$ cat src/common/optc_pkg.sv
// Purpose: constants and types for the output, power and timing control registers
// Assumes: byte-wide register port, offsets as printed
// Notes: nothing here is imported; users write optc_pkg::name

package optc_pkg;

	// ********************************************
	// register offsets
	// ********************************************
	localparam logic [7:0] ADDR_OUT_EN = 8'h25;
	localparam logic [7:0] ADDR_TRI_PD = 8'h26;
	localparam logic [7:0] ADDR_AUTO = 8'h27;
	localparam logic [7:0] ADDR_VDH = 8'h28;
	localparam logic [7:0] ADDR_HDL = 8'h29;
	localparam logic [7:0] ADDR_LWH = 8'h2a;
	localparam logic [7:0] ADDR_LWL = 8'h2b;
	localparam logic [7:0] ADDR_SHH = 8'h2c;
	localparam logic [7:0] ADDR_SHL = 8'h2d;
	localparam logic [7:0] ADDR_AUD = 8'h2e;
	localparam logic [7:0] ADDR_STATUS = 8'h2f;
	localparam logic [7:0] RD_UNMAPPED = 8'h00;

	// ********************************************
	// field positions
	// ********************************************
	localparam int SEC_EN_BIT = 0;
	localparam int PRI_EN_BIT = 1;
	localparam int MODE_LSB = 2;
	localparam int MODE_MSB = 3;
	localparam logic [1:0] MODE_422 = 2'h1;
	localparam logic [1:0] MODE_DDR444 = 2'h2;

	localparam int TRI_ALL_BIT = 7;
	localparam int TRI_SOG_BIT = 6;
	localparam int TRI_SPDIF_BIT = 5;
	localparam int TRI_I2S_BIT = 4;
	localparam int PD_POL_BIT = 3;
	localparam int PD_KEEP_UP_BIT = 2;
	localparam int PD_SOG_TRI_BIT = 1;
	localparam int PD_BIT = 0;

	localparam int AUTO_PD_BIT = 7;
	localparam int CP_ADDR_BIT = 6;
	localparam int MCLK_EXT_BIT = 5;
	localparam int EMB_SYNC_BIT = 4;
	localparam int DE_GEN_BIT = 3;
	localparam int ILACE_MSB = 2;
	localparam int ILACE_LSB = 0;

	localparam int VDLY_MSB = 7;
	localparam int VDLY_LSB = 2;
	localparam int HDLY_HI_MSB = 1;
	localparam int NIB_MSB = 3;

	localparam int CTRL_EN_BIT = 7;
	localparam int AFMT_MSB = 6;
	localparam int AFMT_LSB = 5;
	localparam int AWID_MSB = 4;

	localparam int ST_DE_BIT = 6;
	localparam int ST_CLK_BIT = 5;
	localparam int ST_MUTE_BIT = 4;

	// ********************************************
	// reset values
	// ********************************************
	localparam logic [7:0] RST_OUT_EN = 8'h72;
	localparam logic [7:0] RST_TRI_PD = 8'h08;
	localparam logic [7:0] RST_AUTO = 8'h80;
	localparam logic [7:0] RST_VDH = 8'h61;
	localparam logic [7:0] RST_HDL = 8'h04;
	localparam logic [3:0] RST_LWH = 4'h5;
	localparam logic [7:0] RST_LWL = 8'h00;
	localparam logic [3:0] RST_SHH = 4'h2;
	localparam logic [7:0] RST_SHL = 8'hd0;
	localparam logic [7:0] RST_AUD = 8'h18;

	// ********************************************
	// types
	// ********************************************
	typedef enum logic [1:0]
	{
		AFMT_I2S = 2'h0,
		AFMT_RIGHT = 2'h1,
		AFMT_LEFT = 2'h2,
		AFMT_RAW = 2'h3
	} optc_audio_fmt_t;

	typedef struct packed
	{
		logic [2:0] interlace_offset;
		logic [5:0] vsync_delay;
		logic [9:0] hsync_delay;
		logic [11:0] line_width;
		logic [11:0] screen_height;
	} optc_timing_t;

	localparam optc_timing_t TIMING_RST = '{3'h0, 6'h18, 10'h104, 12'h500, 12'h2d0};

	typedef struct packed
	{
		logic de_present;
		logic clk_present;
		logic av_mute;
	} optc_link_status_t;

	typedef struct packed
	{
		logic primary;
		logic secondary;
		logic sync;
		logic green_sync;
		logic spdif;
		logic i2s;
	} optc_pin_oe_t;

endpackage

$ cat src/hdl/optc_regs.sv
// Purpose: output enables, power-down, generated timing and audio format control
// Assumes: register port already decoded from the serial interface; inputs synchronous
// Notes: timing fields reach the generator only at frame start
// Functional notes
// (RULE1) blue carries secondary output in 4:2:2 or DDR 4:4:4; bit enables, default off
// (RULE2) secondary output is always formatted as DDR luma/chroma
// (RULE3) master tristate bit floats all outputs except green sync pin
// (RULE4) separate tristate bits for green sync, coaxial audio and serial audio pins
// (RULE5) polarity bit picks active level of power-down pin, default active high
// (RULE6) pin function field chooses power-down or not, and green sync tristate or not
// (RULE7) power-down bit floats syncs, data clock and data; green sync keeps driving
// (RULE8) register interface stays usable while powered down
// (RULE9) auto power-down when no sync present, enabled by default
// (RULE10) address lsb for content-protection slave; host sets only on second receiver
// (RULE11) external audio master clock select; host must lock it to video clock
// (RULE12) enable insertion of start and end of active video markers
// (RULE13) enable internal display-enable generator from programmed timing
// (RULE14) interlace field offset in horizontal syncs, default zero
// (RULE15) vertical delay in lines, default 24
// (RULE16) 10-bit horizontal delay in pixels split over two registers, default 0x104
// (RULE17) 12-bit active line width, default 0x500
// (RULE18) 12-bit active screen height, default 0x2d0
// (RULE19) control enable puts four link control signals on audio serial pins
// (RULE20) audio serial format select: I2S, right, left, raw frames
// (RULE21) right-justified sample width, default 24
// (RULE22) read-only status: display enable, link clock, mute
// (RULE23) primary output enable on red and green, default on
// (RULE24) split timing fields take effect together at frame start

`timescale 1ns/1ps

module optc_regs
(
	// clock and reset
	input wire logic sys_clk_i,
	input wire logic rst_n_i,
	// register port
	input wire logic reg_wr_i,
	input wire logic reg_rd_i,
	input wire logic [7:0] reg_addr_i,
	input wire logic [7:0] reg_wdata_i,
	output logic [7:0] reg_rdata_o,
	// power and sync inputs
	input wire logic power_down_input_i,
	input wire logic sync_present_i,
	input wire logic frame_start_i,
	input wire optc_pkg::optc_link_status_t link_status_i,
	// audio serial data sources
	input wire logic [3:0] audio_data_i,
	input wire logic [3:0] link_ctrl_i,
	// pin enables and power state
	output optc_pkg::optc_pin_oe_t pin_oe_o,
	output logic powered_down_o,
	output logic blue_carries_secondary_o,
	output logic secondary_ddr_ycc_o,
	// mode controls
	output logic cp_addr_lsb_o,
	output logic mclk_ext_sel_o,
	output logic embedded_sync_en_o,
	output logic de_gen_en_o,
	output optc_pkg::optc_timing_t timing_o,
	// audio serial controls
	output logic [3:0] audio_serial_o,
	output optc_pkg::optc_audio_fmt_t audio_fmt_o,
	output logic [4:0] audio_width_o
);

	// ********************************************
	// registers
	// ********************************************
	logic [7:0] out_en_q;
	logic [7:0] tri_pd_q;
	logic [7:0] auto_q;
	logic [7:0] vdh_q;
	logic [7:0] hdl_q;
	logic [3:0] lwh_q;
	logic [7:0] lwl_q;
	logic [3:0] shh_q;
	logic [7:0] shl_q;
	logic [7:0] aud_q;
	logic [7:0] rdata_q;
	optc_pkg::optc_timing_t timing_q;
	optc_pkg::optc_pin_oe_t oe_q;
	optc_pkg::optc_pin_oe_t oe_d;
	logic pd_q;
	logic [3:0] serial_q;
	logic [3:0] serial_d;

	// ********************************************
	// address decode
	// ********************************************
	logic wr_out_en;
	logic wr_tri_pd;
	logic wr_auto;
	logic wr_vdh;
	logic wr_hdl;
	logic wr_lwh;
	logic wr_lwl;
	logic wr_shh;
	logic wr_shl;
	logic wr_aud;
	logic [7:0] status_byte;
	logic [7:0] rd_mux;

	assign wr_out_en = reg_wr_i && (reg_addr_i == optc_pkg::ADDR_OUT_EN);
	assign wr_tri_pd = reg_wr_i && (reg_addr_i == optc_pkg::ADDR_TRI_PD);
	assign wr_auto = reg_wr_i && (reg_addr_i == optc_pkg::ADDR_AUTO);
	assign wr_vdh = reg_wr_i && (reg_addr_i == optc_pkg::ADDR_VDH);
	assign wr_hdl = reg_wr_i && (reg_addr_i == optc_pkg::ADDR_HDL);
	assign wr_lwh = reg_wr_i && (reg_addr_i == optc_pkg::ADDR_LWH);
	assign wr_lwl = reg_wr_i && (reg_addr_i == optc_pkg::ADDR_LWL);
	assign wr_shh = reg_wr_i && (reg_addr_i == optc_pkg::ADDR_SHH);
	assign wr_shl = reg_wr_i && (reg_addr_i == optc_pkg::ADDR_SHL);
	assign wr_aud = reg_wr_i && (reg_addr_i == optc_pkg::ADDR_AUD);

	always_comb
	begin
		status_byte = 8'h00;
		status_byte[optc_pkg::ST_DE_BIT] = link_status_i.de_present; // RULE22
		status_byte[optc_pkg::ST_CLK_BIT] = link_status_i.clk_present; // RULE22
		status_byte[optc_pkg::ST_MUTE_BIT] = link_status_i.av_mute; // RULE22
	end

	assign rd_mux = (reg_addr_i == optc_pkg::ADDR_OUT_EN) ? out_en_q :
		(reg_addr_i == optc_pkg::ADDR_TRI_PD) ? tri_pd_q :
		(reg_addr_i == optc_pkg::ADDR_AUTO) ? auto_q :
		(reg_addr_i == optc_pkg::ADDR_VDH) ? vdh_q :
		(reg_addr_i == optc_pkg::ADDR_HDL) ? hdl_q :
		(reg_addr_i == optc_pkg::ADDR_LWH) ? {4'h0, lwh_q} :
		(reg_addr_i == optc_pkg::ADDR_LWL) ? lwl_q :
		(reg_addr_i == optc_pkg::ADDR_SHH) ? {4'h0, shh_q} :
		(reg_addr_i == optc_pkg::ADDR_SHL) ? shl_q :
		(reg_addr_i == optc_pkg::ADDR_AUD) ? aud_q :
		(reg_addr_i == optc_pkg::ADDR_STATUS) ? status_byte :
		optc_pkg::RD_UNMAPPED;

	// ********************************************
	// register writes and reads
	// ********************************************
	// writes and reads ignore power state
	always_ff @(posedge sys_clk_i or negedge rst_n_i)
	begin
		if (!rst_n_i)
		begin
			out_en_q <= optc_pkg::RST_OUT_EN;
			tri_pd_q <= optc_pkg::RST_TRI_PD;
			auto_q <= optc_pkg::RST_AUTO;
			aud_q <= optc_pkg::RST_AUD;
			rdata_q <= optc_pkg::RD_UNMAPPED;
		end
		else
		begin
			if (wr_out_en)
				out_en_q <= reg_wdata_i; // RULE1
			if (wr_tri_pd)
				tri_pd_q <= reg_wdata_i; // RULE8
			if (wr_auto)
				auto_q <= reg_wdata_i;
			if (wr_aud)
				aud_q <= reg_wdata_i;
			if (reg_rd_i)
				rdata_q <= rd_mux; // RULE8
		end
	end

	always_ff @(posedge sys_clk_i or negedge rst_n_i)
	begin
		if (!rst_n_i)
		begin
			vdh_q <= optc_pkg::RST_VDH;
			hdl_q <= optc_pkg::RST_HDL;
			lwh_q <= optc_pkg::RST_LWH;
			lwl_q <= optc_pkg::RST_LWL;
			shh_q <= optc_pkg::RST_SHH;
			shl_q <= optc_pkg::RST_SHL;
		end
		else
		begin
			if (wr_vdh)
				vdh_q <= reg_wdata_i;
			if (wr_hdl)
				hdl_q <= reg_wdata_i;
			if (wr_lwh)
				lwh_q <= reg_wdata_i[optc_pkg::NIB_MSB:0];
			if (wr_lwl)
				lwl_q <= reg_wdata_i;
			if (wr_shh)
				shh_q <= reg_wdata_i[optc_pkg::NIB_MSB:0];
			if (wr_shl)
				shl_q <= reg_wdata_i;
		end
	end

	// ********************************************
	// generated timing, applied at frame start
	// ********************************************
	optc_pkg::optc_timing_t timing_stage;

	assign timing_stage.interlace_offset = auto_q[optc_pkg::ILACE_MSB:optc_pkg::ILACE_LSB]; // RULE14
	assign timing_stage.vsync_delay = vdh_q[optc_pkg::VDLY_MSB:optc_pkg::VDLY_LSB]; // RULE15
	assign timing_stage.hsync_delay = {vdh_q[optc_pkg::HDLY_HI_MSB:0], hdl_q}; // RULE16
	assign timing_stage.line_width = {lwh_q, lwl_q}; // RULE17
	assign timing_stage.screen_height = {shh_q, shl_q}; // RULE18

	always_ff @(posedge sys_clk_i or negedge rst_n_i)
	begin
		if (!rst_n_i)
			timing_q <= optc_pkg::TIMING_RST;
		else if (frame_start_i)
			timing_q <= timing_stage; // RULE24
	end

	// ********************************************
	// power-down and output enables
	// ********************************************
	logic pd_pin_active;
	logic pin_down;
	logic auto_down;
	logic pd_d;
	logic tri_main;
	logic tri_sog;

	assign pd_pin_active = (power_down_input_i == tri_pd_q[optc_pkg::PD_POL_BIT]); // RULE5
	assign pin_down = pd_pin_active && !tri_pd_q[optc_pkg::PD_KEEP_UP_BIT]; // RULE6
	assign auto_down = auto_q[optc_pkg::AUTO_PD_BIT] && !sync_present_i; // RULE9
	assign pd_d = tri_pd_q[optc_pkg::PD_BIT] || pin_down || auto_down; // RULE7
	assign tri_main = tri_pd_q[optc_pkg::TRI_ALL_BIT] || pd_d || pd_pin_active; // RULE3 RULE6 RULE7
	assign tri_sog = tri_pd_q[optc_pkg::TRI_SOG_BIT] || (pd_pin_active && tri_pd_q[optc_pkg::PD_SOG_TRI_BIT]); // RULE4 RULE6

	assign oe_d.primary = out_en_q[optc_pkg::PRI_EN_BIT] && !tri_main; // RULE23
	assign oe_d.secondary = out_en_q[optc_pkg::SEC_EN_BIT] && !tri_main; // RULE1
	assign oe_d.sync = !tri_main; // RULE7
	assign oe_d.green_sync = !tri_sog; // RULE7
	assign oe_d.spdif = !tri_pd_q[optc_pkg::TRI_SPDIF_BIT] && !tri_main; // RULE4
	assign oe_d.i2s = !tri_pd_q[optc_pkg::TRI_I2S_BIT] && !tri_main; // RULE4

	assign serial_d = aud_q[optc_pkg::CTRL_EN_BIT] ? link_ctrl_i : audio_data_i; // RULE19

	always_ff @(posedge sys_clk_i or negedge rst_n_i)
	begin
		if (!rst_n_i)
		begin
			oe_q <= '0;
			pd_q <= 1'b0;
			serial_q <= 4'h0;
		end
		else
		begin
			oe_q <= oe_d;
			pd_q <= pd_d;
			serial_q <= serial_d;
		end
	end

	// ********************************************
	// outputs
	// ********************************************
	assign reg_rdata_o = rdata_q;
	assign pin_oe_o = oe_q;
	assign powered_down_o = pd_q;
	assign blue_carries_secondary_o = (out_en_q[optc_pkg::MODE_MSB:optc_pkg::MODE_LSB] == optc_pkg::MODE_422) ||
		(out_en_q[optc_pkg::MODE_MSB:optc_pkg::MODE_LSB] == optc_pkg::MODE_DDR444); // RULE1
	assign secondary_ddr_ycc_o = 1'b1; // RULE2
	assign cp_addr_lsb_o = auto_q[optc_pkg::CP_ADDR_BIT]; // RULE10
	assign mclk_ext_sel_o = auto_q[optc_pkg::MCLK_EXT_BIT]; // RULE11
	assign embedded_sync_en_o = auto_q[optc_pkg::EMB_SYNC_BIT]; // RULE12
	assign de_gen_en_o = auto_q[optc_pkg::DE_GEN_BIT]; // RULE13
	assign timing_o = timing_q;
	assign audio_serial_o = serial_q;
	assign audio_fmt_o = optc_pkg::optc_audio_fmt_t'(aud_q[optc_pkg::AFMT_MSB:optc_pkg::AFMT_LSB]); // RULE20
	assign audio_width_o = aud_q[optc_pkg::AWID_MSB:0]; // RULE21
endmodule

$ cat config.mk
export PLATFORM = sky130hd
export DESIGN_NAME = optc_regs
export DESIGN_NICKNAME = d
export VERILOG_FILES = /design/src/common/optc_pkg.sv /design/src/hdl/optc_regs.sv
export SDC_FILE = /design/constraint.sdc
export NUM_CORES = 1
export LEC_CHECK = 0
export ABC_AREA = 1
export BUFFER_PORTS_ARGS = -buffer_cell sky130_fd_sc_hd__buf_2
export CAP_MARGIN = 25
export CORE_MARGIN = 2
export CORE_UTILIZATION = 56
export CTS_CLUSTER_DIAMETER = 80
export DETAILED_ROUTE_END_ITERATION = 8
export GPL_TIMING_DRIVEN = 0
export PLACE_DENSITY = 0.86
export SETUP_SLACK_MARGIN = 0.4
export SYNTH_ARGS = -nofsm -noshare
export SYNTH_HDL_FRONTEND = slang
export SYNTH_SLANG_ARGS = --single-unit
$ cat constraint.sdc
create_clock -name sys_clk_i -period 1.45 [get_ports sys_clk_i]
set_clock_uncertainty 0.05 [all_clocks]
set_input_delay 0.0725 -clock sys_clk_i [delete_from_list [all_inputs] [get_ports sys_clk_i]]
set_output_delay 0.0725 -clock sys_clk_i [all_outputs]
set_load 0.005 [all_outputs]
==> results.toml <==
[synth]
async_reset_ff_share_pct = 100
synthFlopType = "dfrtp_1"
synth_edf_count = 0
synth.area.top_cells = "dfrtp_1 (45%), dfstp_2 (12%), nand2_1 (8.7%)"
synth_area_um2 = 5950
synth_area_leader_cell = "dfrtp_1"
synth-seq-cells = 134
synth.net_count = 649
syn-mean-instance-area_um2 = 9.68
synth_top_area_share_pct = 44.6
synth_cell_types = 32
yosys-top-cells-count = "nand2_1 (138), dfrtp_1 (106), inv_1 (56)"
ys.warnings.count = 0
synth_most_common_cell = "nand2_1"
ys_seq_area_share_pct = 56.9
netlist_instances = 615

[setup_path]
crit_arrival_ps = 1290
start_kind = "flip-flop"
critical_path.max_fanout = 2
critical_path.endpoint_type = "output port"
worst_ep_required_time_ps = 1330
worstSetupPathType = "reg2out"

[clocking]
clockBufferDepth = 2
cts-buffers-inserted = 17
clock_sinks = 134
clkLatencyLatePin_ps = 540
cts_root_buf = "clkbuf_8"
path_clk_slew_ps = 60
cts_tree = "yes"
htree_levels = 4

[drt]
wire_per_inst_um = 19.2
vias_per_cell = 5.59
drc = 0
vias = 5308
wl_um = 18200
dr.pass1.iters = 8
drt_iter0_markers = 473
antenna_left = 0

[timing]
rsz0062_at_grt = "yes"
hold_viol = 2
max_slew_margin_pct = 62.5
fmax_mhz = 709
hold_slack_ps = -14.8
worstMarginPinSlew_ps = 562
period_needed_ps = 1410
fin_crit_sh_pct = 97.3
setup_slack_ps = 39.9
setup_viol = 0
drv_slew = 0

[status]
outcome = "finished with violations"
failed_checks = "negative hold slack"

[die]
die_x_um = 107
design.portCount = 109
die-area_um2 = 11500
row_count = 37
coreArea_um2 = 10300
start_util_pct = 57.6
fp.dieH_um = 107

[job]
cap_violations = 0

[global_route]
globalRoute.totalOverflow = 0
antenna_found_initial = 0
grtUsageTotal_pct = 31.7
first_global_vias = 5244
grt_pass1_wl_um = 27100
grt_max_degree = 73

[power_and_ir_drop]
power_frac_comb_pct = 10.0
internal_power_mw = 7.21
leakage_nw = 4.09
pwr-share-clk_pct = 47.2
switching_power_mw = 2.40
swShare_pct = 25.0
power.density_nw_per_um2 = 1180
pwr-share-seq_pct = 42.7
vdd_drop_max_mv = 1.03

[finish]
final_core_util_pct = 79.0
antenna_cells = 0
drive_gt1_share_pct = 43.4
filler_cell_count = 604
nNetsFinal = 834
area_delta_synth_final_pct = 37.1

[place]
pre_cts_slack_ps = -180
place_congestion = 0.874
dp_hpwl_um = 11200
io_buffers = 105

[min_path]
hold_path_class = "in2reg"
[metal layers]
layer  up-vias  share of wire [%]  global-route usage (%)
li1       2365                  -                       -
met2       314                 48                    49.9
met1      2563                 39                    41.3
met5         -                  0                       0
met4         0                3.9                    16.0
met3        66                9.3                    6.99
[flip-flops by register name, indices dropped and copies added (netlist names), 6 cells and up]
register and cells:
pin_oe_o 6, shl_q 8, auto_q 8, lwl_q 8
out_en_q 8, vdh_q 8, hdl_q 8, tri_pd_q 8
reg_rdata_o 8, timing_o 43, aud_q 8
[power by group through the flow]
stage / registers, mW / logic [mW] / clock network [mW]
after global routing: 4.13 / 1.04 / 4.71
after global placement: 4.15 / 0.705 / 0
final: 4.11 / 0.962 / 4.54
after floorplan: 4.14 / 0.368 / 0
after CTS: 4.09 / 0.882 / 4.52
after detailed placement: 4.16 / 0.742 / 0
[layout by cell type (no fill, tap or decap), types with 3 or more instances in the layout]
cell / n
nand2_1: 130
dfrtp_1: 105
buf_2: 100
inv_1: 49
buf_4: 43
o21ai_0: 40
o21ai_1: 39
mux2_2: 33
nor2_1: 29
dfstp_2: 28
buf_6: 24
a21oi_1: 18
dlygate4sd3_1: 17
clkbuf_16: 16
inv_2: 13
nand3_2: 13
nand4_1: 11
nor2_2: 10
o21ai_2: 9
nand2_2: 9
nand3_1: 9
nand2_4: 8
nor2_4: 7
inv_6: 5
clkbuf_1: 5
bufinv_16: 4
nand3_4: 3
clkinvlp_4: 3
clkinv_4: 3
[layout make-up]
cell class	count	area (um2)	share of cell area, %
buffer	28	250	3.07
clock buffer	18	418	5.12
clock inverter	14	200	2.45
inverter	67	289	3.54
multi-input combinational	386	2320	28.5
sequential	134	3390	41.6
tap	136	170	2.09
timing repair buffer	166	1110	13.7
[critical path: stages, from the launching register on]
cell and delay [ps]:
dfstp_2 570, buf_6 100, buf_6 80
[worst paths after layout]
kind | startpoint | to | slack, ps | cells after the start
min reg2reg | vdh_q[6] | vdh_q[6] | 430 | 2
min | reg_addr_i[2] | lwh_q[0] | -10 | 4
max reg2reg | shl_q[3] | reg_rdata_o[3] | 80 | 8
max | aud_q[4] | audio_width_o[4] | 40 | 2
min in group asynchronous | rst_n_i | timing_o[8] | 40 | 2
max in group asynchronous | rst_n_i | timing_o[37] | 540 | 3
[cells by family (layout without fill, tap and decap cells)]
group | after synthesis | in the layout | share of synthesized area, %
AND/OR/NAND/NOR | 243 | 243 | 19.6
flip-flops | 134 | 134 | 56.9
multiplexers | 33 | 33 | 6.24
AO/OA/AOI/OAI | 107 | 107 | 9.55
buffers and inverters | 95 | 293 | 7.27
XOR/XNOR | 2 | 2 | 0.294
other | 1 | 1 | 0.0630
[through the flow]
stage          cells  power [mW]  instance area (um2)  setup TNS (ps)
4_1_cts          933        9.50                 7920               0
5_1_grt          949        9.88                 8160               0
3_5_place_dp     857        4.90                 6810           -1140
3_3_place_gp     856        4.85                 6780         -156210
6_report         949        9.61                 8160               0
2_1_floorplan    615        4.51                 6080               0
[repair_timing]
action                                 CTS  global route
setup buffers                           29            14
setup endpoints to repair               87           104
gates resized for setup                 28            31
pin swaps                               21            16
endpoints found under the hold margin  105             6
hold buffers                            15             2
Power figures use the tool's default switching activity.
